--- src/audio_buf_consts.svh ---
// constants for the received-stream buffer memory block
`ifndef AUDIO_BUF_CONSTS_SVH
`define AUDIO_BUF_CONSTS_SVH
// host address map
`define ADDR_STATUS 5'h00
`define ADDR_CTRL_ONE 5'h02
`define ADDR_CTRL_TWO 5'h03
`define ADDR_USER_BASE 5'h04
`define ADDR_USER_HALF 5'h05
`define ADDR_USER_LAST 5'h07
`define ADDR_CS_A_BASE 5'h08
`define ADDR_CS_B_BASE 5'h10
`define ADDR_AUX_BASE 5'h10
`define CS_SECTION_OFS 5'h04
// channel status byte indices
`define CS_HEAD_LAST 5'h03
`define CS_MODE0_HALF 5'h0F
`define CS_LAST_BYTE 5'h17
// control register one fields
`define CR1_MODE_LO 1
`define CR1_MODE_HI 2
`define CR1_SUB_SEL 3
`define CR1_IER_SEL 4
`define CR1_FREQ_COUNTER_ENABLE 5
// irq enable register one fields
`define IE_USER_HALF 0
`define IE_CS_HALF 1
`define IE_SECTION 2
// reset values
`define CTRL_ONE_RST 8'h00
`define CTRL_TWO_RST 8'h00
`define IER_ONE_RST 8'h00
// channel status crc, reflected polynomial
`define CRC_INIT 8'hFF
`define CRC_POLY 8'hB8
// low pulse width of the interrupt output, in clock cycles
`define IRQ_PULSE_CYCLES 4
`endif

--- src/audio_buf_pkg.sv ---
// types for the received-stream buffer memory block
package audio_buf_pkg;
  typedef enum logic [1:0] {
    MODE_CS_FULL = 2'b00,
    MODE_AUX = 2'b01,
    MODE_DUAL = 2'b10,
    MODE_RSVD = 2'b11
  } buf_mode_type;
  typedef enum logic [1:0] {
    IRQ_IDLE = 2'b01,
    IRQ_PULSE = 2'b10
  } irq_state_type;
endpackage

--- src/audio_buf_memory.sv ---
// buffer memory write logic, host port, flags and interrupt pulse
//
// Functional notes
// - addresses 0..3 hold registers, 4..7 hold user data, in every mode
// - bits shift in first-to-bit-0; a full byte is written to memory
// - user pointer restarts at 4 each block, advances per byte, wraps after 7
// - user/aux half flag low on writing 7, high on writing 5
// - with enable bit 0 set, each user/aux half flag edge pulses interrupt low
// - with its enable set, each cs half flag edge pulses interrupt
// - section flag high after byte 23, low after byte 3; rising edge interrupts
// - modes 0,1: status bit 7 flags differing channel status between channels
// - modes 0,1: status bit 6 flags crc error of buffered channel
// - modes 0,1: status bit 5 flags change in bytes 0..3 between blocks
// - modes 0,1: sub-frame select picks which channel block is stored
// - mode 0: full 24-byte block at addresses 8..31 in order
// - mode 0: cs half flag low after byte 23, high at byte 15
// - mode 1: bytes 0..3 at 8..11; remaining bytes cycle through 12..15
// - mode 1: cs half flag high at byte 1, toggles every second byte
// - mode 1: section flag high after byte 23, low after byte 3
// - mode 1: four aux bits per sub-frame cycle through 16..31
// - mode 2: channel A at 8..15, B at 16..23, mode 1 layout
// - mode 2: bits 7 and 6 flag crc errors of A and B
// - mode 2: bit 5 flags change of bytes 0..3 in either channel
// - sub-frame select low picks sub-frame 1, high sub-frame 2; ignored in mode 2
// - frequency counter enable forces the top address bit to zero
`timescale 1ns/1ps
`include "audio_buf_consts.svh"
module audio_buf_memory
  import audio_buf_pkg::*;
#(
  parameter int IRQ_WIDTH = `IRQ_PULSE_CYCLES
) (
  input wire logic core_clk_in, // 10 MHz system clock
  input wire logic rst_b_in, // async reset, active low
  input wire logic sub_stb_in, // one received sub-frame
  input wire logic sub_b_in, // strobe is sub-frame 2
  input wire logic block_start_in, // first sub-frame of a block
  input wire logic user_bit_in, // user bit of this sub-frame
  input wire logic cs_bit_in, // status bit of this sub-frame
  input wire logic [3:0] aux_bits_in, // aux bits, first in bit 0
  input wire logic [4:0] addr_in, // host address
  input wire logic rd_in, // host read strobe
  input wire logic wr_in, // host write strobe
  input wire logic [7:0] wdata_in, // host write data
  output logic [7:0] rdata_out, // host read data
  output logic user_aux_half_flag_out, // user/aux half flag
  output logic cs_half_flag_out, // cs half flag
  output logic cs_section_flag_out, // cs section flag
  output logic irq_b_out // interrupt, active low
);
  // ---------------------------------------------------------------
  // reset release
  // ---------------------------------------------------------------
  logic [1:0] rst_pipe_reg;
  logic rst_b;
  // two stages so every flop leaves reset on the same edge
  always_ff @(posedge core_clk_in or negedge rst_b_in)
  begin
    if (!rst_b_in)
      rst_pipe_reg <= 2'b00;
    else
      rst_pipe_reg <= {rst_pipe_reg[0], 1'b1};
  end
  assign rst_b = rst_pipe_reg[1];

  // ---------------------------------------------------------------
  // decode helpers
  // ---------------------------------------------------------------
  function automatic logic [4:0] cs_addr(input buf_mode_type m, input logic [4:0] ix,
                                         input logic [4:0] base);
    if (m == MODE_CS_FULL)
      cs_addr = `ADDR_CS_A_BASE + ix;
    else if (ix <= `CS_HEAD_LAST)
      cs_addr = base + ix;
    else
      cs_addr = base + `CS_SECTION_OFS + {3'h0, ix[1:0]};
  endfunction

  logic [7:0] ctrl1_reg, ctrl1_next, ctrl2_reg, ctrl2_next, irq_enable_reg_one_reg, irq_enable_reg_one_next;
  logic [7:0] rdata_next;
  buf_mode_type mode;
  logic sel_b;
  assign mode = buf_mode_type'({ctrl1_reg[`CR1_MODE_HI], ctrl1_reg[`CR1_MODE_LO]});
  assign sel_b = ctrl1_reg[`CR1_SUB_SEL] && mode != MODE_DUAL;

  // ---------------------------------------------------------------
  // channel status capture, one per channel
  // ---------------------------------------------------------------
  logic a_done, b_done, a_bad, b_bad, a_chg, b_chg, blk_b_reg, blk_b_next;
  logic [4:0] a_idx, b_idx;
  logic [7:0] a_data, b_data;
  cs_channel_capture cap_a (
    .core_clk_in(core_clk_in),
    .rst_b_in(rst_b),
    .bit_stb_in(sub_stb_in && !sub_b_in),
    .cs_bit_in(cs_bit_in),
    .block_start_in(block_start_in),
    .byte_done_out(a_done),
    .byte_idx_out(a_idx),
    .byte_data_out(a_data),
    .crc_bad_out(a_bad),
    .changed_out(a_chg)
  );
  cs_channel_capture cap_b (
    .core_clk_in(core_clk_in),
    .rst_b_in(rst_b),
    .bit_stb_in(sub_stb_in && sub_b_in),
    .cs_bit_in(cs_bit_in),
    .block_start_in(blk_b_reg),
    .byte_done_out(b_done),
    .byte_idx_out(b_idx),
    .byte_data_out(b_data),
    .crc_bad_out(b_bad),
    .changed_out(b_chg)
  );

  // status write ports: c is the buffered (or A) channel, d is B in mode 2
  logic c_we, d_we;
  logic [4:0] c_idx, c_addr, d_addr;
  logic [7:0] c_data;
  assign c_we = mode != MODE_RSVD && (sel_b ? b_done : a_done);
  assign c_idx = sel_b ? b_idx : a_idx;
  assign c_data = sel_b ? b_data : a_data;
  assign c_addr = cs_addr(mode, c_idx, `ADDR_CS_A_BASE);
  assign d_we = mode == MODE_DUAL && b_done;
  assign d_addr = cs_addr(mode, b_idx, `ADDR_CS_B_BASE);

  // ---------------------------------------------------------------
  // user and aux byte assembly
  // ---------------------------------------------------------------
  logic [7:0] u_sh_reg, u_sh_next, x_sh_reg, x_sh_next;
  logic [2:0] u_cnt_reg, u_cnt_next;
  logic [1:0] u_ptr_reg, u_ptr_next;
  logic [3:0] x_ptr_reg, x_ptr_next;
  logic x_ph_reg, x_ph_next, u_we, x_we;
  logic [4:0] u_waddr, x_waddr;

  always_comb
  begin
    logic [2:0] uc;
    logic [1:0] up;
    logic [3:0] xp;
    logic xh;
    uc = block_start_in ? 3'h0 : u_cnt_reg;
    up = block_start_in ? 2'h0 : u_ptr_reg;
    xp = block_start_in ? 4'h0 : x_ptr_reg;
    xh = block_start_in ? 1'b0 : x_ph_reg;
    u_sh_next = u_sh_reg;
    u_cnt_next = u_cnt_reg;
    u_ptr_next = u_ptr_reg;
    x_sh_next = x_sh_reg;
    x_ptr_next = x_ptr_reg;
    x_ph_next = x_ph_reg;
    blk_b_next = blk_b_reg;
    u_we = 1'b0;
    x_we = 1'b0;
    if (sub_stb_in)
    begin
      blk_b_next = block_start_in && !sub_b_in;
      u_sh_next = {user_bit_in, u_sh_reg[7:1]};
      u_cnt_next = uc + 3'h1;
      x_sh_next = {aux_bits_in, x_sh_reg[7:4]};
      x_ph_next = !xh;
      if (uc == 3'h7)
      begin
        u_we = 1'b1;
        u_ptr_next = up + 2'h1;
      end
      else
        u_ptr_next = up;
      // aux bytes exist only in mode 1; two sub-frames fill one
      x_ptr_next = xh ? xp + 4'h1 : xp;
      x_we = xh && mode == MODE_AUX;
    end
  end
  assign u_waddr = `ADDR_USER_BASE + {3'h0, up_w()};
  function automatic logic [1:0] up_w();
    up_w = block_start_in ? 2'h0 : u_ptr_reg;
  endfunction
  assign x_waddr = `ADDR_AUX_BASE + {1'b0, (block_start_in ? 4'h0 : x_ptr_reg)};

  // stream state registers
  always_ff @(posedge core_clk_in or negedge rst_b)
  begin
    if (!rst_b)
    begin
      u_sh_reg <= 8'h00;
      u_cnt_reg <= 3'h0;
      u_ptr_reg <= 2'h0;
      x_sh_reg <= 8'h00;
      x_ptr_reg <= 4'h0;
      x_ph_reg <= 1'b0;
      blk_b_reg <= 1'b0;
    end
    else
    begin
      u_sh_reg <= u_sh_next;
      u_cnt_reg <= u_cnt_next;
      u_ptr_reg <= u_ptr_next;
      x_sh_reg <= x_sh_next;
      x_ptr_reg <= x_ptr_next;
      x_ph_reg <= x_ph_next;
      blk_b_reg <= blk_b_next;
    end
  end

  // ---------------------------------------------------------------
  // buffer memory, second port writes from the stream
  // ---------------------------------------------------------------
  logic [7:0] mem [0:31];
  // write regions never overlap within a mode, so all ports may fire together
  always_ff @(posedge core_clk_in or negedge rst_b)
  begin
    if (!rst_b)
    begin
      for (int i = 0; i < 32; i++)
        mem[i] <= 8'h00;
    end
    else
    begin
      if (u_we)
        mem[u_waddr] <= u_sh_next;
      if (x_we)
        mem[x_waddr] <= x_sh_next;
      if (c_we)
        mem[c_addr] <= c_data;
      if (d_we)
        mem[d_addr] <= b_data;
    end
  end

  // ---------------------------------------------------------------
  // flags and sticky status
  // ---------------------------------------------------------------
  logic f0_reg, f0_next, f1_reg, f1_next, f2_reg, f2_next;
  logic [7:0] a_last_reg, a_last_next;
  logic [2:0] st_reg, st_next, st_set;
  logic st_clr;
  always_comb
  begin
    f0_next = f0_reg;
    f1_next = f1_reg;
    f2_next = f2_reg;
    if (u_we && u_waddr == `ADDR_USER_LAST)
      f0_next = 1'b0;
    if (u_we && u_waddr == `ADDR_USER_HALF)
      f0_next = 1'b1;
    if (c_we)
    begin
      if (c_idx == `CS_LAST_BYTE)
        f2_next = 1'b1;
      if (c_idx == `CS_HEAD_LAST)
        f2_next = 1'b0;
      if (mode == MODE_CS_FULL)
      begin
        if (c_idx == `CS_LAST_BYTE)
          f1_next = 1'b0;
        if (c_idx == `CS_MODE0_HALF)
          f1_next = 1'b1;
      end
      else if (c_idx[0])
        f1_next = !c_idx[1];
    end
    // bit order {7,6,5}; mode 2 redefines all three
    a_last_next = a_done ? a_data : a_last_reg;
    if (mode == MODE_DUAL)
      st_set = {a_bad, b_bad, a_chg || b_chg};
    else
      st_set = {b_done && b_data != a_last_reg,
                sel_b ? b_bad : a_bad,
                sel_b ? b_chg : a_chg};
    // a set arriving with the read clear wins
    st_next = (st_clr ? 3'h0 : st_reg) | st_set;
  end

  // flag registers
  always_ff @(posedge core_clk_in or negedge rst_b)
  begin
    if (!rst_b)
    begin
      f0_reg <= 1'b0;
      f1_reg <= 1'b0;
      f2_reg <= 1'b0;
      a_last_reg <= 8'h00;
      st_reg <= 3'h0;
    end
    else
    begin
      f0_reg <= f0_next;
      f1_reg <= f1_next;
      f2_reg <= f2_next;
      a_last_reg <= a_last_next;
      st_reg <= st_next;
    end
  end
  assign user_aux_half_flag_out = f0_reg;
  assign cs_half_flag_out = f1_reg;
  assign cs_section_flag_out = f2_reg;

  // ---------------------------------------------------------------
  // host parallel port
  // ---------------------------------------------------------------
  logic [4:0] host_addr;
  logic [7:0] sr1;
  // the top address pin is shared with the counter clock
  assign host_addr = {addr_in[4] && !ctrl1_reg[`CR1_FREQ_COUNTER_ENABLE], addr_in[3:0]};
  assign sr1 = {st_reg, 2'b00, f2_reg, f1_reg, f0_reg};
  assign st_clr = rd_in && host_addr == `ADDR_STATUS && !ctrl1_reg[`CR1_IER_SEL];
  always_comb
  begin
    ctrl1_next = ctrl1_reg;
    ctrl2_next = ctrl2_reg;
    irq_enable_reg_one_next = irq_enable_reg_one_reg;
    rdata_next = rdata_out;
    if (wr_in)
    begin
      case (host_addr)
        `ADDR_STATUS: if (ctrl1_reg[`CR1_IER_SEL]) irq_enable_reg_one_next = wdata_in;
        `ADDR_CTRL_ONE: ctrl1_next = wdata_in;
        `ADDR_CTRL_TWO: ctrl2_next = wdata_in;
        default: irq_enable_reg_one_next = irq_enable_reg_one_reg;
      endcase
    end
    if (rd_in)
    begin
      case (host_addr)
        `ADDR_STATUS: rdata_next = ctrl1_reg[`CR1_IER_SEL] ? irq_enable_reg_one_reg : sr1;
        `ADDR_CTRL_ONE: rdata_next = ctrl1_reg;
        `ADDR_CTRL_TWO: rdata_next = ctrl2_reg;
        default: rdata_next = (host_addr < `ADDR_USER_BASE) ? 8'h00 : mem[host_addr];
      endcase
    end
  end

  // host registers
  always_ff @(posedge core_clk_in or negedge rst_b)
  begin
    if (!rst_b)
    begin
      ctrl1_reg <= `CTRL_ONE_RST;
      ctrl2_reg <= `CTRL_TWO_RST;
      irq_enable_reg_one_reg <= `IER_ONE_RST;
      rdata_out <= 8'h00;
    end
    else
    begin
      ctrl1_reg <= ctrl1_next;
      ctrl2_reg <= ctrl2_next;
      irq_enable_reg_one_reg <= irq_enable_reg_one_next;
      rdata_out <= rdata_next;
    end
  end

  // ---------------------------------------------------------------
  // interrupt pulse
  // ---------------------------------------------------------------
  irq_state_type irq_reg, irq_next;
  logic [7:0] irq_cnt_reg, irq_cnt_next;
  logic irq_ev;
  assign irq_ev = (irq_enable_reg_one_reg[`IE_USER_HALF] && f0_next != f0_reg)
               || (irq_enable_reg_one_reg[`IE_CS_HALF] && f1_next != f1_reg)
               || (irq_enable_reg_one_reg[`IE_SECTION] && f2_next && !f2_reg);
  // a new event restarts the pulse rather than queueing a second one
  always_comb
  begin
    irq_next = irq_reg;
    irq_cnt_next = irq_cnt_reg;
    case (irq_reg)
      IRQ_IDLE:
        if (irq_ev)
        begin
          irq_next = IRQ_PULSE;
          irq_cnt_next = 8'(IRQ_WIDTH - 1);
        end
      IRQ_PULSE:
        if (irq_ev)
          irq_cnt_next = 8'(IRQ_WIDTH - 1);
        else if (irq_cnt_reg == 8'h00)
          irq_next = IRQ_IDLE;
        else
          irq_cnt_next = irq_cnt_reg - 8'h01;
      default: irq_next = IRQ_IDLE;
    endcase
  end

  // interrupt registers
  always_ff @(posedge core_clk_in or negedge rst_b)
  begin
    if (!rst_b)
    begin
      irq_reg <= IRQ_IDLE;
      irq_cnt_reg <= 8'h00;
    end
    else
    begin
      irq_reg <= irq_next;
      irq_cnt_reg <= irq_cnt_next;
    end
  end
  assign irq_b_out = irq_reg != IRQ_PULSE;
endmodule

--- src/cs_channel_capture.sv ---
// one channel of channel status: byte assembly, crc check, change detect
`timescale 1ns/1ps
`include "audio_buf_consts.svh"
module cs_channel_capture (
  input wire logic core_clk_in, // system clock
  input wire logic rst_b_in, // synchronised reset, active low
  input wire logic bit_stb_in, // one status bit offered
  input wire logic cs_bit_in, // the status bit
  input wire logic block_start_in, // this bit opens a block
  output logic byte_done_out, // byte complete pulse
  output logic [4:0] byte_idx_out, // index 0..23 of that byte
  output logic [7:0] byte_data_out, // the byte, first bit in bit 0
  output logic crc_bad_out, // pulse: byte 23 mismatch
  output logic changed_out // pulse: bytes 0..3 changed
);
  logic [7:0] sh_reg, sh_next, crc_reg, crc_next;
  logic [2:0] cnt_reg, cnt_next;
  logic [4:0] idx_reg, idx_next, idx_out_next;
  logic [31:0] prev_reg, prev_next;
  logic prev_ok_reg, prev_ok_next, diff_reg, diff_next;
  logic done_next, bad_next, chg_next;
  logic [7:0] data_next;

  // ---------------------------------------------------------------
  // bit assembly and checks
  // ---------------------------------------------------------------
  always_comb
  begin
    logic [2:0] bc;
    logic [4:0] ix;
    logic [7:0] cr;
    logic fb;
    bc = block_start_in ? 3'h0 : cnt_reg;
    ix = block_start_in ? 5'h00 : idx_reg;
    cr = block_start_in ? `CRC_INIT : crc_reg;
    fb = cs_bit_in ^ cr[0];
    sh_next = sh_reg;
    cnt_next = cnt_reg;
    idx_next = idx_reg;
    crc_next = crc_reg;
    prev_next = prev_reg;
    prev_ok_next = prev_ok_reg;
    diff_next = diff_reg;
    done_next = 1'b0;
    bad_next = 1'b0;
    chg_next = 1'b0;
    idx_out_next = byte_idx_out;
    data_next = byte_data_out;
    if (bit_stb_in)
    begin
      sh_next = {cs_bit_in, sh_reg[7:1]};
      cnt_next = bc + 3'h1;
      idx_next = ix;
      // the crc byte itself is not folded into the crc
      crc_next = (ix == `CS_LAST_BYTE) ? cr : ((cr >> 1) ^ (fb ? `CRC_POLY : 8'h00));
      if (bc == 3'h7)
      begin
        done_next = 1'b1;
        idx_out_next = ix;
        data_next = sh_next;
        idx_next = (ix == `CS_LAST_BYTE) ? 5'h00 : ix + 5'h01;
        if (ix == `CS_LAST_BYTE)
          bad_next = (cr != sh_next);
        if (ix <= `CS_HEAD_LAST)
        begin
          // compare against the same byte of the previous block
          diff_next = diff_reg | (prev_ok_reg && prev_reg[ix[1:0]*8 +: 8] != sh_next);
          prev_next[ix[1:0]*8 +: 8] = sh_next;
        end
        if (ix == `CS_HEAD_LAST)
        begin
          chg_next = diff_next;
          diff_next = 1'b0;
          prev_ok_next = 1'b1;
        end
      end
    end
  end

  // register stage
  always_ff @(posedge core_clk_in or negedge rst_b_in)
  begin
    if (!rst_b_in)
    begin
      sh_reg <= 8'h00;
      cnt_reg <= 3'h0;
      idx_reg <= 5'h00;
      crc_reg <= `CRC_INIT;
      prev_reg <= 32'h0000_0000;
      prev_ok_reg <= 1'b0;
      diff_reg <= 1'b0;
      byte_done_out <= 1'b0;
      byte_idx_out <= 5'h00;
      byte_data_out <= 8'h00;
      crc_bad_out <= 1'b0;
      changed_out <= 1'b0;
    end
    else
    begin
      sh_reg <= sh_next;
      cnt_reg <= cnt_next;
      idx_reg <= idx_next;
      crc_reg <= crc_next;
      prev_reg <= prev_next;
      prev_ok_reg <= prev_ok_next;
      diff_reg <= diff_next;
      byte_done_out <= done_next;
      byte_idx_out <= idx_out_next;
      byte_data_out <= data_next;
      crc_bad_out <= bad_next;
      changed_out <= chg_next;
    end
  end
endmodule

--- config.mk ---
export PLATFORM = sky130hd
export DESIGN_NAME = audio_buf_memory
export DESIGN_NICKNAME = d
export VERILOG_FILES = /design/src/audio_buf_pkg.sv /design/src/audio_buf_memory.sv /design/src/cs_channel_capture.sv
export VERILOG_INCLUDE_DIRS = /design/src
export SDC_FILE = /design/constraint.sdc
export NUM_CORES = 1
export LEC_CHECK = 0
export BUFFER_PORTS_ARGS = -buffer_cell sky130_fd_sc_hd__buf_2
export CAP_MARGIN = 20
export CORE_MARGIN = 2
export CORE_UTILIZATION = 30
export CTS_CLUSTER_SIZE = 16
export DETAILED_ROUTE_END_ITERATION = 10
export GPL_TIMING_DRIVEN = 0
export PLACE_DENSITY = 0.53
export SLEW_MARGIN = 20
export SYNTH_ARGS = -nofsm -noshare
export SYNTH_HDL_FRONTEND = slang
export SYNTH_SLANG_ARGS = --single-unit
--- constraint.sdc ---
create_clock -name core_clk_in -period 13.1 [get_ports core_clk_in]
set_input_delay 2.62 -clock core_clk_in [delete_from_list [all_inputs] [get_ports core_clk_in]]
set_output_delay 2.62 -clock core_clk_in [all_outputs]
set_load 0.03 [all_outputs]
# == Word-level counts from Yosys, hierarchy flattened ==
# Cells that the tools add are included.
# word_totals
ff_bits,489
elab_cells,301
rom_bits,0
latchBits,0
n_memories,0
mem_bits_rw,0
out_inout_bits,12
# op_classes
mul,0
reduce_logical,47
mux,98
order_cmp,14
n_bitwise,12
shifts,6
add_sub_neg,17
n_eq_ne,32
div_mod_pow,0
# ops
operator,n
$bwmux W256,4
$mux W256,4
$demux W8 S5,4
$mux W8,20
$neg A5 Y34,2
$shift A8 B34 Y32 const A,2
$shiftx A8 B34 Y32,2
$bwmux W32,2
$shiftx A32 B6 Y8,2
$mux W5,11
$bmux W8 S5,1
$ne A8 B8 Y1,5
$mux W1,37
$ge A6 B6 Y1 const B,5
$eq A5 B2 Y1 const B,5
$lt A6 B1 Y1 const B,4
$not A5 Y6,4
$pmux W8 S3,1
$logic_and A1 B1 Y1,23
$reduce_and A3 Y1,7
$le A5 B2 Y1 const B,4
$pmux W8 S2,1
$xor A7 B8 Y8,2
$eq A5 B5 Y1 const B,3
other kinds (35),71

# == Logic depth before layout (Yosys ltp) ==
# Gate-level depths: netlist of the first run.
# logic_depth
ltp_word,15
depth_mapped,14
depth_no_buf,10

# == By module ==
# From an unflattened synthesis of the first run, not the netlist that was laid out.
# unflattened
cells_unflattened,2908
hier_area_um2,26993.4
# by_module_without_submodules
module,area_each_um2,seq_area_each_um2,n_inst,cells_per_inst
audio_buf_memory,19090.8,7708.6,1,2018
cs_channel_capture at cap_b,3961.3,1836.8,1,444
cs_channel_capture at cap_a,3941.3,1836.8,1,446

# == Worst setup path before layout of the first run ==
# Ideal clock, no wire load.
# synth_path
kind,input to register
from,input block_start_in
to,register irq_reg[1]
t_arrival_ps,4886
required_time_ps,12981
setup_slack_ps,8095
path_stages,13
cell_sequence,clkbuf_1 -> clkbuf_1 -> nor2b_1 -> ha_1 -> ha_1 -> and2_1 -> clkbuf_1 -> and3_1 -> a41o_1 -> a211oi_2 -> buf_4 -> nand4_1 -> and2_1
# synth_between
elab_chain_cells,13
word_cells_on_any_way,19
# synth_lines
element,line,text
"start, declared",audio_buf_memory.sv:37,"input wire logic block_start_in,"
branches (longest 6 deep; another with $add A3 B2 Y4),-,
$mux W1 *,audio_buf_memory.sv:246,if (u_we && u_waddr == `ADDR_USER_HALF)
$ne A1 B1 Y1 *,audio_buf_memory.sv:360,assign irq_ev = (irq_enable_reg_one_reg[`IE_USER_HALF] && f0_next != f0_reg)
$logic_and A1 B1 Y1 *,audio_buf_memory.sv:360,
$logic_or A1 B1 Y1 * (2 in series),audio_buf_memory.sv:360,
$ne A2 B2 Y1 (no source line),-,
$reduce_and A3 Y1 (no source line) *,-,
"end signal, assigned",audio_buf_memory.sv:396,irq_reg <= irq_next;
"end, declared",audio_buf_memory.sv:357,"irq_state_type irq_reg, irq_next;"
# Every way passes the cells marked *.
# A chain may end at the register's enable or synchronous reset.

# == Worst setup path in the final report of the first run ==
# layout_path
from,input block_start_in
to,register mem[64] in the netlist's numbering
# layout_between
elab_chain_cells,15
word_cells_on_any_way,31
# layout_lines
element,line,text
$mux W2,audio_buf_memory.sv:178,up_w = block_start_in ? 2'h0 : u_ptr_reg;
$add A3 B2 Y4 (no source line),-,
$not A4 Y6 (implied by the code),audio_buf_memory.sv:222,mem[u_waddr] <= u_sh_next;
$ge A6 B6 Y1 (implied by the code) / $lt A6 B1 Y1 (equally long branches),audio_buf_memory.sv:222,
$logic_and A1 B1 Y1 (implied by the code),audio_buf_memory.sv:222,
$mux W8 (implied by the code),audio_buf_memory.sv:222,
$demux W8 S5,audio_buf_memory.sv:222,
$bwmux W256,audio_buf_memory.sv:222,
$mux W256,audio_buf_memory.sv:221,if (u_we)
$bwmux W256,audio_buf_memory.sv:224,mem[x_waddr] <= x_sh_next;
$mux W256 *,audio_buf_memory.sv:223,if (x_we)
$bwmux W256,audio_buf_memory.sv:226,mem[c_addr] <= c_data;
$mux W256 *,audio_buf_memory.sv:225,if (c_we)
$bwmux W256,audio_buf_memory.sv:228,mem[d_addr] <= b_data;
$mux W256 *,audio_buf_memory.sv:227,if (d_we)
"end signal, assigned by index",audio_buf_memory.sv:224,
"end signal, assigned by index",audio_buf_memory.sv:226,
"end signal, assigned by index",audio_buf_memory.sv:228,
"end, declared",audio_buf_memory.sv:210,logic [7:0] mem [0:31];
# Mark *: on every way between the ends. The rest lies on a longest branch, timed or not.

==> results by group, run 1 <==
Status
  – Status: completed

Critical path
  – Reg-to-reg setup timing slack: 9.81 ns
  – Crit path max fanout: 10
  – Crit path launch type: primary input
  – R2R depth: 11
  – Worst EP required: ~14 ns
  – R2r startpoint: blk_b_reg$_DFFE_PN0P_
  – Worst setup path start: block_start_in
  – CP endpoint kind: register
  – Worst path arrival time: around 6.2 ns
  – Reg-to-reg endpoint: cap_b.prev_reg[7]$_DFFE_PN0P_
  – Crit path kind: primary input to register

Synthesis
  – Number of synthesized flops with an enable pin: 0
  – Synth top area cells: dfrtp_1, mux2i_1, mux2_2
  – Avg Cell Area, Syn: around 9.6 sq um
  – Library cells used by synthesis: 80
  – Simple-gate area share of the yosys netlist: 0.152
  – Synthesized flop and latch total: around 450
  – Synth top area share: 0.415
  – Post-synth ARST share: 1.00
  – Post-synth top area cell: dfrtp_1
  – Primary FF master, synth: dfrtp_1
  – Post-Synthesis Cells: approximately 2700
  – Cell with the most instances after synthesis: nand2_1
  – Sequential area share after synthesis: 0.431
  – Top cells by count, synth: nand2_1, dfrtp_1, o21ai_0, mux2i_1, nor2_1
  – Mapped cell area: 26400 sq um
  – Synth Area in Compound Gates: 0.127
  – Syn_nets: 2800
  – Post-synthesis xor/xnor area fraction: 0.0136
  – Yosys warnings: 0
  – Mux share of post-synthesis cell area: 0.222
  – Largest family of logic cells by synthesized area: multiplexers
  – Post-Synth Adder-Cell Area: 0.0142

CTS
  – Maximum root-to-sink buffer count: 3
  – Hold_buf cts: 0
  – Post-CTS setup buffer count: 0
  – Clock latency on the worst-skew pair: ~0.64 ns
  – Root buf cell: clkbuf_16
  – Clock transition at path regs: roughly 0.060 ns
  – H-tree Lvls: 2
  – Post-cts sizing count: 0
  – CTS buffer count: 56
  – CTS tree: done
  – Clock sinks: 454

GRT
  – GRT overflow: 0
  – Total Routing Usage GR: 0.205
  – Antenna violations before repair: 1
  – Largest net degree at the start of global routing: 55
  – First-pass GRT wire length: ~140000 um
  – Number of global-route vias before repair: approximately 21000

Routing
  – Final routed DRC violation total: 0
  – Routed length per instance: between 20 and 25 um
  – Initial DRC count: ~2200
  – Detail Route Antenna Nets: 0
  – First-pass iteration count of the detailed router: 6
  – Via/cell ratio: roughly 5.3
  – Vias: approximately 22000
  – Final wirelength: 93300 um

Layout
  – Area Overhead vs Synth: 14.6%
  – Design Area, Final: roughly 30000 sq um
  – # diodes: 0
  – Layout Nets: between 2000 and 3000
  – Layout cell share with drive strength beyond 1: 0.178
  – Final Non-Filler Cells: 4048
  – Max reg flops: 224

Floorplanning
  – Top Ports: 38
  – Core ar.: a little under 90000 sq um
  – Initial core utilization: 0.304
  – Die H: between 300 and 400 um
  – Row count: about 110
  – Die Area: between 90000 and 100000 sq um
  – Die width: around 300 um

Placement
  – Placer Congestion: around 0.9
  – Dpl ws: 6.83 ns
  – Area of placed instances: between 20000 and 30000 sq um
  – IO buf count: 33
  – # placed instances: ~3900
  – Final HPWL DP: around 66000 um

Timing
  – Final Skew: around 0.041 ns
  – PnR worst setup slack: around 7.4 ns
  – Final period utilization: 0.437
  – Final Hold Fails: 0
  – Relative slew margins: 0.226
  – WHS: between 0.3 and 0.4 ns
  – Final count of pins violating max slew: 0
  – Final worst path period need: roughly 5.7 ns
  – Worst-margin pin slew: about 1.2 ns
  – Final total negative setup slack: 0 ns
  – RSZ-0062 raised after global routing: false
  – Max Clock Freq: ~0.17 GHz
  – Final setup violation count: 0

Flow run
  – Max Cap Violations: 0

Hold path
  – Hold Crit Endpoint: rst_pipe_reg[1]$_DFF_PN0_
  – Hold Path Class: register to register
  – Hold depth: 0
  – Hold wc startpoint: rst_pipe_reg[0]$_DFF_PN0_

Power
  – Leakage power: ~0.013 uW
  – Internal power component: around 2800 uW
  – Combinational power share: 0.184
  – Max rail drop VDD: 0.0928 mV
  – Power Dens Cells: approximately 130 nW/um^2
  – Net Sw Frac: 0.307
  – Clock power share: 0.414
  – Total net switching power: ~1200 uW
  – Share of power burned in registers: 0.402
## stage by stage
stage | utilization | total power [uW]
floorplan | - | 2090
global placement | 0.322 | 2350
detailed placement | 0.325 | 2370
CTS | 0.348 | 4030
global route | 0.348 | 4170
finish | 0.348 | 4010
## cell usage in the layout (no fill, tap or decap), types with 30 or more instances in the layout
cell       synthesis  routed
a21oi_1          182     182
buf_2             41      74
clkbuf_1         147     155
clkbuf_16          0      58
dfrtp_1          437     436
ha_1              30      30
inv_1             43      43
mux2_2           168     168
mux2i_1          242     237
mux4_2            68      68
nand2_1          474     474
nor2_1           201     201
nor3_1            36      36
o21ai_0          243     243
xnor2_1           34      34
## routing by layer
| metal | wire length [um] | part of all wire | global-route usage |
|---|---|---|---|
| met1 | 40900 | 0.44 | 0.281 |
| met2 | 42100 | 0.45 | 0.318 |
| met5 | 0 | 0 | 0 |
| met3 | 6470 | 0.069 | 0.0395 |
| met4 | 3860 | 0.041 | 0.0843 |
## area by class of cell
type	count	area [sq um]
fillers	8853	56600
multi-input cells	2038	14000
flip-flops and latches	454	11400
clock buffers	86	1760
well taps	1155	1450
plain buffers	208	877
repair buffers	43	417
clock inverters	20	223
inverters	44	165
## critical path, stage by stage
cell and delay, ns:
buf_2 0.18, clkbuf_1 0.30, clkbuf_1 0.36, nand2b_1 0.29, inv_1 0.10, ha_1 0.16, nand3_1 0.12, nor4b_2 0.61
nand2_1 0.44, clkbuf_1 0.37, a21oi_1 0.22, mux2i_1 0.10, mux2_2 0.32
## power groups by stage
stage | clock, uW | sequential [uW] | combinational (uW)
after CTS | 1690 | 1610 | 733
after global placement | 0 | 1660 | 687
after global routing | 1740 | 1630 | 798
after detailed placement | 0 | 1630 | 732
final | 1660 | 1610 | 739
after floorplan | 0 | 1630 | 464
## worst max-delay path by stage
stage,to,slack (ns),depth (start not counted)
6_report,mem[64]$_DFF_PN0_,7.38,13
5_1_grt,cap_a.prev_reg[22]$_DFFE_PN0P_,7.05,13
4_1_cts,cap_a.prev_reg[22]$_DFFE_PN0P_,7.46,13
3_5_place_dp,cap_a.prev_reg[22]$_DFFE_PN0P_,6.83,13
3_3_place_gp,irq_enable_reg_one_reg[4]$_DFFE_PN0P_,2.06,0
2_1_floorplan,a_last_reg[0]$_DFFE_PN0P_,5.72,0
## logic make-up (layout without fill, tap and decap cells)
| kind of cell | Yosys count | in the layout |
|---|---|---|
| AO/OA/AOI/OAI | 589 | 589 |
| XOR/XNOR | 41 | 41 |
| adder cells (fa/ha/maj) | 30 | 30 |
| buffers and inverters | 252 | 401 |
| flip-flops | 454 | 454 |
| multiplexers | 479 | 479 |
| other | 1 | 1 |
| AND/OR/NAND/NOR | 898 | 898 |
No activity file was read; power rests on OpenSTA's default activity.
==> run 2: changes to the inputs <==
--- a/config.mk
+++ b/config.mk
@@ -6,6 +6,7 @@
 export SDC_FILE = /design/constraint.sdc
 export NUM_CORES = 1
 export LEC_CHECK = 0
+export ABC_AREA = 1
 export BUFFER_PORTS_ARGS = -buffer_cell sky130_fd_sc_hd__buf_2
 export CAP_MARGIN = 20
 export CORE_MARGIN = 2
@@ -13,7 +14,7 @@
 export CTS_CLUSTER_SIZE = 16
 export DETAILED_ROUTE_END_ITERATION = 10
 export GPL_TIMING_DRIVEN = 0
-export PLACE_DENSITY = 0.53
+export PLACE_DENSITY = 0.52
 export SLEW_MARGIN = 20
 export SYNTH_ARGS = -nofsm -noshare
 export SYNTH_HDL_FRONTEND = slang
==> constraint.sdc (replaced) <==
create_clock -name core_clk_in -period 5.35 [get_ports core_clk_in]
set_input_delay 1.07 -clock core_clk_in [delete_from_list [all_inputs] [get_ports core_clk_in]]
set_output_delay 1.07 -clock core_clk_in [all_outputs]
set_load 0.03 [all_outputs]
==> run 2 against run 1 <==
  * Highest routed layer unchanged
  * Clock power is 130% higher
  * Flip-flop and latch count is 1 higher
  * Wire length is 13% higher
==> results by group, run 2 <==
CTS
  – Maximum root-to-sink buffer count: 3
  – Clock sinks: around 460
  – Post-CTS setup buffer count: 0
  – Clock transition at path regs: around 0.06 ns
  – Clock latency on the worst-skew pair: between 0.6 and 0.7 ns
  – H-tree Lvls: 2
  – Post-cts sizing count: 0
  – CTS tree: done
  – CTS buffer count: 53
  – Hold_buf cts: 0
  – Root buf cell: clkbuf_16

Synthesis
  – Post-Synthesis Cells: 3330
  – Post-synth ARST share: 1.00
  – Mapped cell area: around 25000 sq um
  – Library cells used by synthesis: 52
  – Syn_nets: 3386
  – Synth top area share: 0.430
  – Top cells by count, synth: nand2_1, o21ai_0, dfrtp_1, inv_1, nand3_1
  – Synth top area cells: dfrtp_1, nand2_1, o21ai_0
  – Number of synthesized flops with an enable pin: 0
  – Yosys warnings: 0
  – Synthesized flop and latch total: 455
  – Cell with the most instances after synthesis: nand2_1
  – Post-synth top area cell: dfrtp_1
  – Avg Cell Area, Syn: between 7 and 8 sq um
  – Primary FF master, synth: dfrtp_1
  – Sequential area share after synthesis: 0.448

Hold path
  – Hold Path Class: primary input to asynchronous set/reset pin

Critical path
  – Worst path arrival time: approximately 5 ns
  – Crit path kind: primary input to register
  – CP endpoint kind: register
  – Worst EP required: about 5.9 ns
  – Reg-to-reg setup timing slack: about 1.8 ns
  – Crit path max fanout: 10
  – Crit path launch type: primary input

Layout
  – Layout cell share with drive strength beyond 1: 0.0602
  – Layout Nets: 3487
  – Filler cells: ~9000
  – # diodes: 0
  – Max reg flops: ~220
  – Final core occ: 0.348
  – Most common cell after layout, fill and taps aside: nand2_1
  – Commonest cells after routing, fill and taps aside: nand2_1, o21ai_0, dfrtp_1
  – Area Overhead vs Synth: 14.4%

Floorplanning
  – Die Area: 87300 sq um
  – Die width: 295 um
  – Core ar.: 83800 sq um
  – Initial core utilization: 0.304
  – Row count: roughly 110
  – Die H: between 200 and 300 um
  – Top Ports: 38

Timing
  – Worst-margin pin slew: 1.22 ns
  – PnR worst setup slack: between 0.9 and 1 ns
  – Final setup violation count: 0
  – Max Clock Freq: ~0.23 GHz
  – Final worst path period need: approximately 4.4 ns
  – Final Skew: 0.0253 ns
  – Relative slew margins: 0.177
  – Final count of pins violating max slew: 0
  – Final total negative setup slack: 0 ns
  – Final Hold Fails: 0
  – RSZ-0062 raised after global routing: false
  – WHS: between 0.2 and 0.25 ns
  – Final period utilization: 0.829

Flow run
  – Max Cap Violations: 0

Placement
  – Placer Congestion: 1.03
  – Dpl ws: approximately 0.52 ns
  – Final HPWL DP: 74600 um
  – IO buf count: 35

GRT
  – Number of global-route vias before repair: ~24000
  – First-pass GRT wire length: between 150000 and 200000 um
  – Total Routing Usage GR: 0.240
  – GRT overflow: 0
  – Antenna violations before repair: 0
  – Largest net degree at the start of global routing: 55

Power
  – Power Dens Cells: 370 nW/um^2
  – Clock power share: 0.350
  – Total power: roughly 11000 uW
  – Net Sw Frac: 0.372
  – Share of power burned in registers: 0.390
  – Total net switching power: between 4000 and 5000 uW
  – Internal power component: about 6800 uW
  – Leakage power: ~0.013 uW
  – Combinational power share: 0.260
  – Max rail drop VDD: 0.258 mV

Status
  – Status: completed

Routing
  – Final routed DRC violation total: 0
  – First-pass iteration count of the detailed router: 6
  – Initial DRC count: about 3000
  – Routed length per instance: roughly 23 um
  – Final wirelength: between 100000 and 150000 um
  – Detail Route Antenna Nets: 0
  – Vias: around 25000
  – Via/cell ratio: between 5 and 6
[run 2: cell types whose count changed after synthesis, moves of 32 or more]
cell and change:
mux2i_1 -235, mux4_2 -68, clkbuf_1 +40, nor2_1 -57, a21oi_1 -104, o21ai_0 +321, mux2_2 -167, nand4_1 +45
nand3_1 +198, nand2_1 +336, inv_1 +243, a221oi_1 +32, o211ai_1 +188
[run 2: layer usage]
layer,up-vias,part of all wire,global-route usage
li1,11580,-,-
met1,12332,0.43,0.332
met2,1194,0.44,0.367
met3,241,0.088,0.0447
met4,0,0.045,0.100
met5,-,0,0
[run 2: worst max-delay path, cell delays in order]
cell,delay (ns)
buf_2,0.14
buf_2,0.24
inv_1,0.11
clkbuf_1,0.76
clkbuf_1,0.60
nand2_1,0.10
nand2_1,0.51
clkbuf_1,0.81
nand3_1,0.18
nand3_1,0.17
o211ai_1,0.11
o21ai_0,0.12
[run 2: path summary, 6_finish.rpt]
check / cells past startpoint / startpoint / endpoint
setup / recovery: 12 / sub_stb_in / mem[9]$_DFF_PN0_
hold / removal: 1 / rst_b_in / rst_pipe_reg[1]$_DFF_PN0_
setup reg to reg: 10 / blk_b_reg$_DFFE_PN0P_ / cap_b.crc_bad_out$_DFF_PN0_
hold reg to reg: 0 / rst_pipe_reg[1]$_DFF_PN0_ / cap_a.cnt_reg[1]$_DFFE_PN0P_
max in group asynchronous: 4 / rst_pipe_reg[1]$_DFF_PN0_ / mem[162]$_DFF_PN0_
min in group core_clk_in: 0 / rst_pipe_reg[0]$_DFF_PN0_ / rst_pipe_reg[1]$_DFF_PN0_
[run 2: cells by family (layout without fill, tap and decap cells)]
group	count (synthesis)	after routing	synth area share
flip-flops	455	455	0.448
XOR/XNOR	43	43	0.0148
adder cells (fa/ha/maj)	30	30	0.0147
buffers and inverters	520	660	0.0782
multiplexers	8	8	0.00319
AND/OR/NAND/NOR	1294	1294	0.216
AO/OA/AOI/OAI	979	979	0.226
other	1	1	0.000147
[run 2: layout make-up]
class | instances | area, sq um | share of cell area
plain buffers | 224 | 881 | 0.0302
clock buffers | 85 | 1640 | 0.0562
clock inverters | 9 | 134 | 0.00459
inverters | 296 | 1110 | 0.0381
multi-input cells | 2355 | 12100 | 0.415
flip-flops and latches | 455 | 11400 | 0.392
well taps | 1134 | 1420 | 0.0487
repair buffers | 46 | 447 | 0.0153
[run 2: stage by stage]
step,cells,instance area [sq um]
5_1_grt,4604,29100
3_5_place_dp,4510,27400
2_1_floorplan,3330,25500
3_3_place_gp,4499,27100
6_report,4604,29100
4_1_cts,4604,29100
[run 2: power groups by stage]
stage | Sequential, uW | Combinational, uW | Clock, uW
2_1_floorplan | 4190 | 1540 | 0
3_3_place_gp | 4320 | 2610 | 0
3_5_place_dp | 4260 | 2720 | 0
4_1_cts | 4200 | 2720 | 3840
5_1_grt | 4250 | 2990 | 3980
6_report | 4210 | 2800 | 3780
==> run 3: changes to the inputs <==
--- a/config.mk
+++ b/config.mk
@@ -14,7 +14,7 @@
 export CTS_CLUSTER_SIZE = 16
 export DETAILED_ROUTE_END_ITERATION = 10
 export GPL_TIMING_DRIVEN = 0
-export PLACE_DENSITY = 0.52
+export PLACE_DENSITY = 0.54
 export SLEW_MARGIN = 20
 export SYNTH_ARGS = -nofsm -noshare
 export SYNTH_HDL_FRONTEND = slang
==> constraint.sdc (replaced) <==
create_clock -name core_clk_in -period 3.9 [get_ports core_clk_in]
set_input_delay 0.78 -clock core_clk_in [delete_from_list [all_inputs] [get_ports core_clk_in]]
set_output_delay 0.78 -clock core_clk_in [all_outputs]
set_load 0.03 [all_outputs]
==> run 3 against run 2 <==
  * The run now ends with negative setup slack left
  * Non-clock buffer count down 2
  * Die area unchanged
  * Highest routed layer unchanged
  * Critical endpoint is now rdata_out[7]$_DFFE_PN0P_
  * Cell area down 0.55%
  * Wire length decreased by 1.4%
==> results by group, run 3 (same netlist as run 2, synthesis figures left out) <==
GRT
  – Antenna violations before repair: 2
  – Number of global-route vias before repair: roughly 24000
  – First-pass GRT wire length: 155000 um
  – Total Routing Usage GR: 0.235
  – GRT overflow: 0
  – Largest net degree at the start of global routing: between 50 and 60

Timing
  – Final total negative setup slack: -0.0493 ns
  – Final count of pins violating max slew: 0
  – Final period utilization: 1.01
  – Final Skew: between 0.02 and 0.03 ns
  – Final Hold Fails: 0
  – RSZ-0062 raised after global routing: false
  – Final worst path period need: around 4 ns
  – PnR worst setup slack: -0.0493 ns
  – Max Clock Freq: 0.253 GHz
  – Relative slew margins: 0.195
  – WHS: roughly 0.35 ns
  – Worst-margin pin slew: 1.21 ns
  – Final setup violation count: 1

Layout
  – Area Overhead vs Synth: 13.8%
  – Max reg flops: ~220
  – Final Non-Filler Cells: between 4000 and 5000
  – Area occupied by multi-input gates: between 10000 and 15000 sq um
  – Commonest cells after routing, fill and taps aside: nand2_1, o21ai_0, dfrtp_1
  – Layout cell share with drive strength beyond 1: 0.0582
  – # diodes: 0
  – Register cell area after layout: 11400 sq um
  – Filler cells: roughly 9000
  – Most common cell after layout, fill and taps aside: nand2_1
  – Layout Nets: about 3500

Critical path
  – Crit path launch type: primary input
  – Worst path arrival time: around 4.5 ns
  – Worst EP required: around 4.5 ns
  – Crit path max fanout: 10
  – Crit path kind: primary input to register
  – CP endpoint kind: register
  – Reg-to-reg setup timing slack: about 0.45 ns

Power
  – Leakage power: around 0.013 uW
  – Power Dens Cells: 499 nW/um^2
  – Max rail drop VDD: a little over 0.3 mV
  – Total power: 14500 uW

Floorplanning
  – Row count: 106
  – Core ar.: approximately 84000 sq um
  – Top Ports: 38
  – Die H: about 300 um
  – Initial core utilization: 0.304
  – Die Area: between 80000 and 90000 sq um
  – Die width: between 200 and 300 um

Placement
  – Placer Congestion: roughly 1
  – IO buf count: 35
  – Final HPWL DP: around 73000 um
  – # placed instances: approximately 4500
  – Dpl ws: -0.598 ns

Routing
  – Final wirelength: 104000 um
  – Routed length per instance: roughly 23 um
  – Initial DRC count: between 2000 and 3000
  – Detail Route Antenna Nets: 0
  – Vias: 25257
  – First-pass iteration count of the detailed router: 6
  – Final routed DRC violation total: 0
  – Via/cell ratio: 5.49

CTS
  – CTS buffer count: 52
  – Clock sinks: 455
  – Root buf cell: clkbuf_16
  – H-tree Lvls: 2
  – CTS tree: done
  – Post-CTS setup buffer count: 0
  – Clock transition at path regs: 0.06 ns
  – Maximum root-to-sink buffer count: 3
  – Clock latency on the worst-skew pair: roughly 0.63 ns

Status
  – Failing checks: negative setup slack
  – Status: complete, but fails checks

Hold path
  – Hold Path Class: register to register

Flow run
  – Max Cap Violations: 0
## run 3: cell types whose count changed in the layout (fill, tap and decap cells not counted), moves of 2 or more
cell / change
clkbuf_8: -7
clkbuf_1: +5
bufinv_16: -2
clkbuf_16: -2
clkbuf_2: +2
clkinv_8: +2
o21ai_0: -2
o21ai_1: +2
## run 3: area by class of cell
cell class,count,share of cell area
multi-input combinational,2355,0.418
sequential,455,0.394
timing repair buffer,45,0.0144
tap,1134,0.0490
clock buffer,84,0.0525
clock inverter,10,0.00384
inverter,296,0.0383
buffer,223,0.0306
## run 3: final timing paths
check,start,endpoint,cells after the start
setup / recovery,addr_in[0],rdata_out[7]$_DFFE_PN0P_,9
hold / removal,rst_pipe_reg[0]$_DFF_PN0_,rst_pipe_reg[1]$_DFF_PN0_,0
setup reg to reg,cap_a.idx_reg[0]$_DFFE_PN0P_,cap_a.prev_reg[13]$_DFFE_PN0P_,12
hold reg to reg,rst_pipe_reg[0]$_DFF_PN0_,rst_pipe_reg[1]$_DFF_PN0_,0
max in group asynchronous,rst_pipe_reg[1]$_DFF_PN0_,mem[194]$_DFF_PN0_,3
min in group asynchronous,rst_pipe_reg[1]$_DFF_PN0_,mem[51]$_DFF_PN0_,0
## run 3: report_power, final
| part | internal [uW] | switching [uW] | leakage [uW] | total, uW |
|---|---|---|---|---|
| clock | 2730 | 2140 | 0.000793 | 4860 |
| sequential | 5300 | 475 | 0.00511 | 5780 |
| combinational | 944 | 2860 | 0.00669 | 3810 |
## run 3: critical path: stages
cell and delay [ns]:
buf_2 0.11, nand2_1 0.44, inv_1 0.31, clkbuf_1 0.79, buf_1 0.74, a221oi_1 0.28
a21oi_1 0.45, o21ai_0 0.35, a21oi_1 0.20
## run 3: per-layer routing
layer / wire, um / vias to the layer above / share of wire / global-route usage
met1: 44900 / 12170 / 0.43 / 0.328
met5: 0 / - / 0 / 0
met2: 45000 / 1253 / 0.43 / 0.358
li1: - / 11566 / - / -
met3: 9000 / 268 / 0.087 / 0.0419
met4: 4740 / 0 / 0.046 / 0.0989
## run 3: through the flow
step,util,cell area [sq um]
2_1_floorplan,-,25500
3_3_place_gp,0.323,27100
3_5_place_dp,0.326,27300
4_1_cts,0.346,29000
5_1_grt,0.346,29000
6_report,0.346,29000
## run 3: repair_timing
item | CTS | global route
resized for setup | 0 | 7
hold buffers | 1 | 0
endpoints found under the setup margin | 0 | 73
endpoints found under the hold margin | 2 | 0
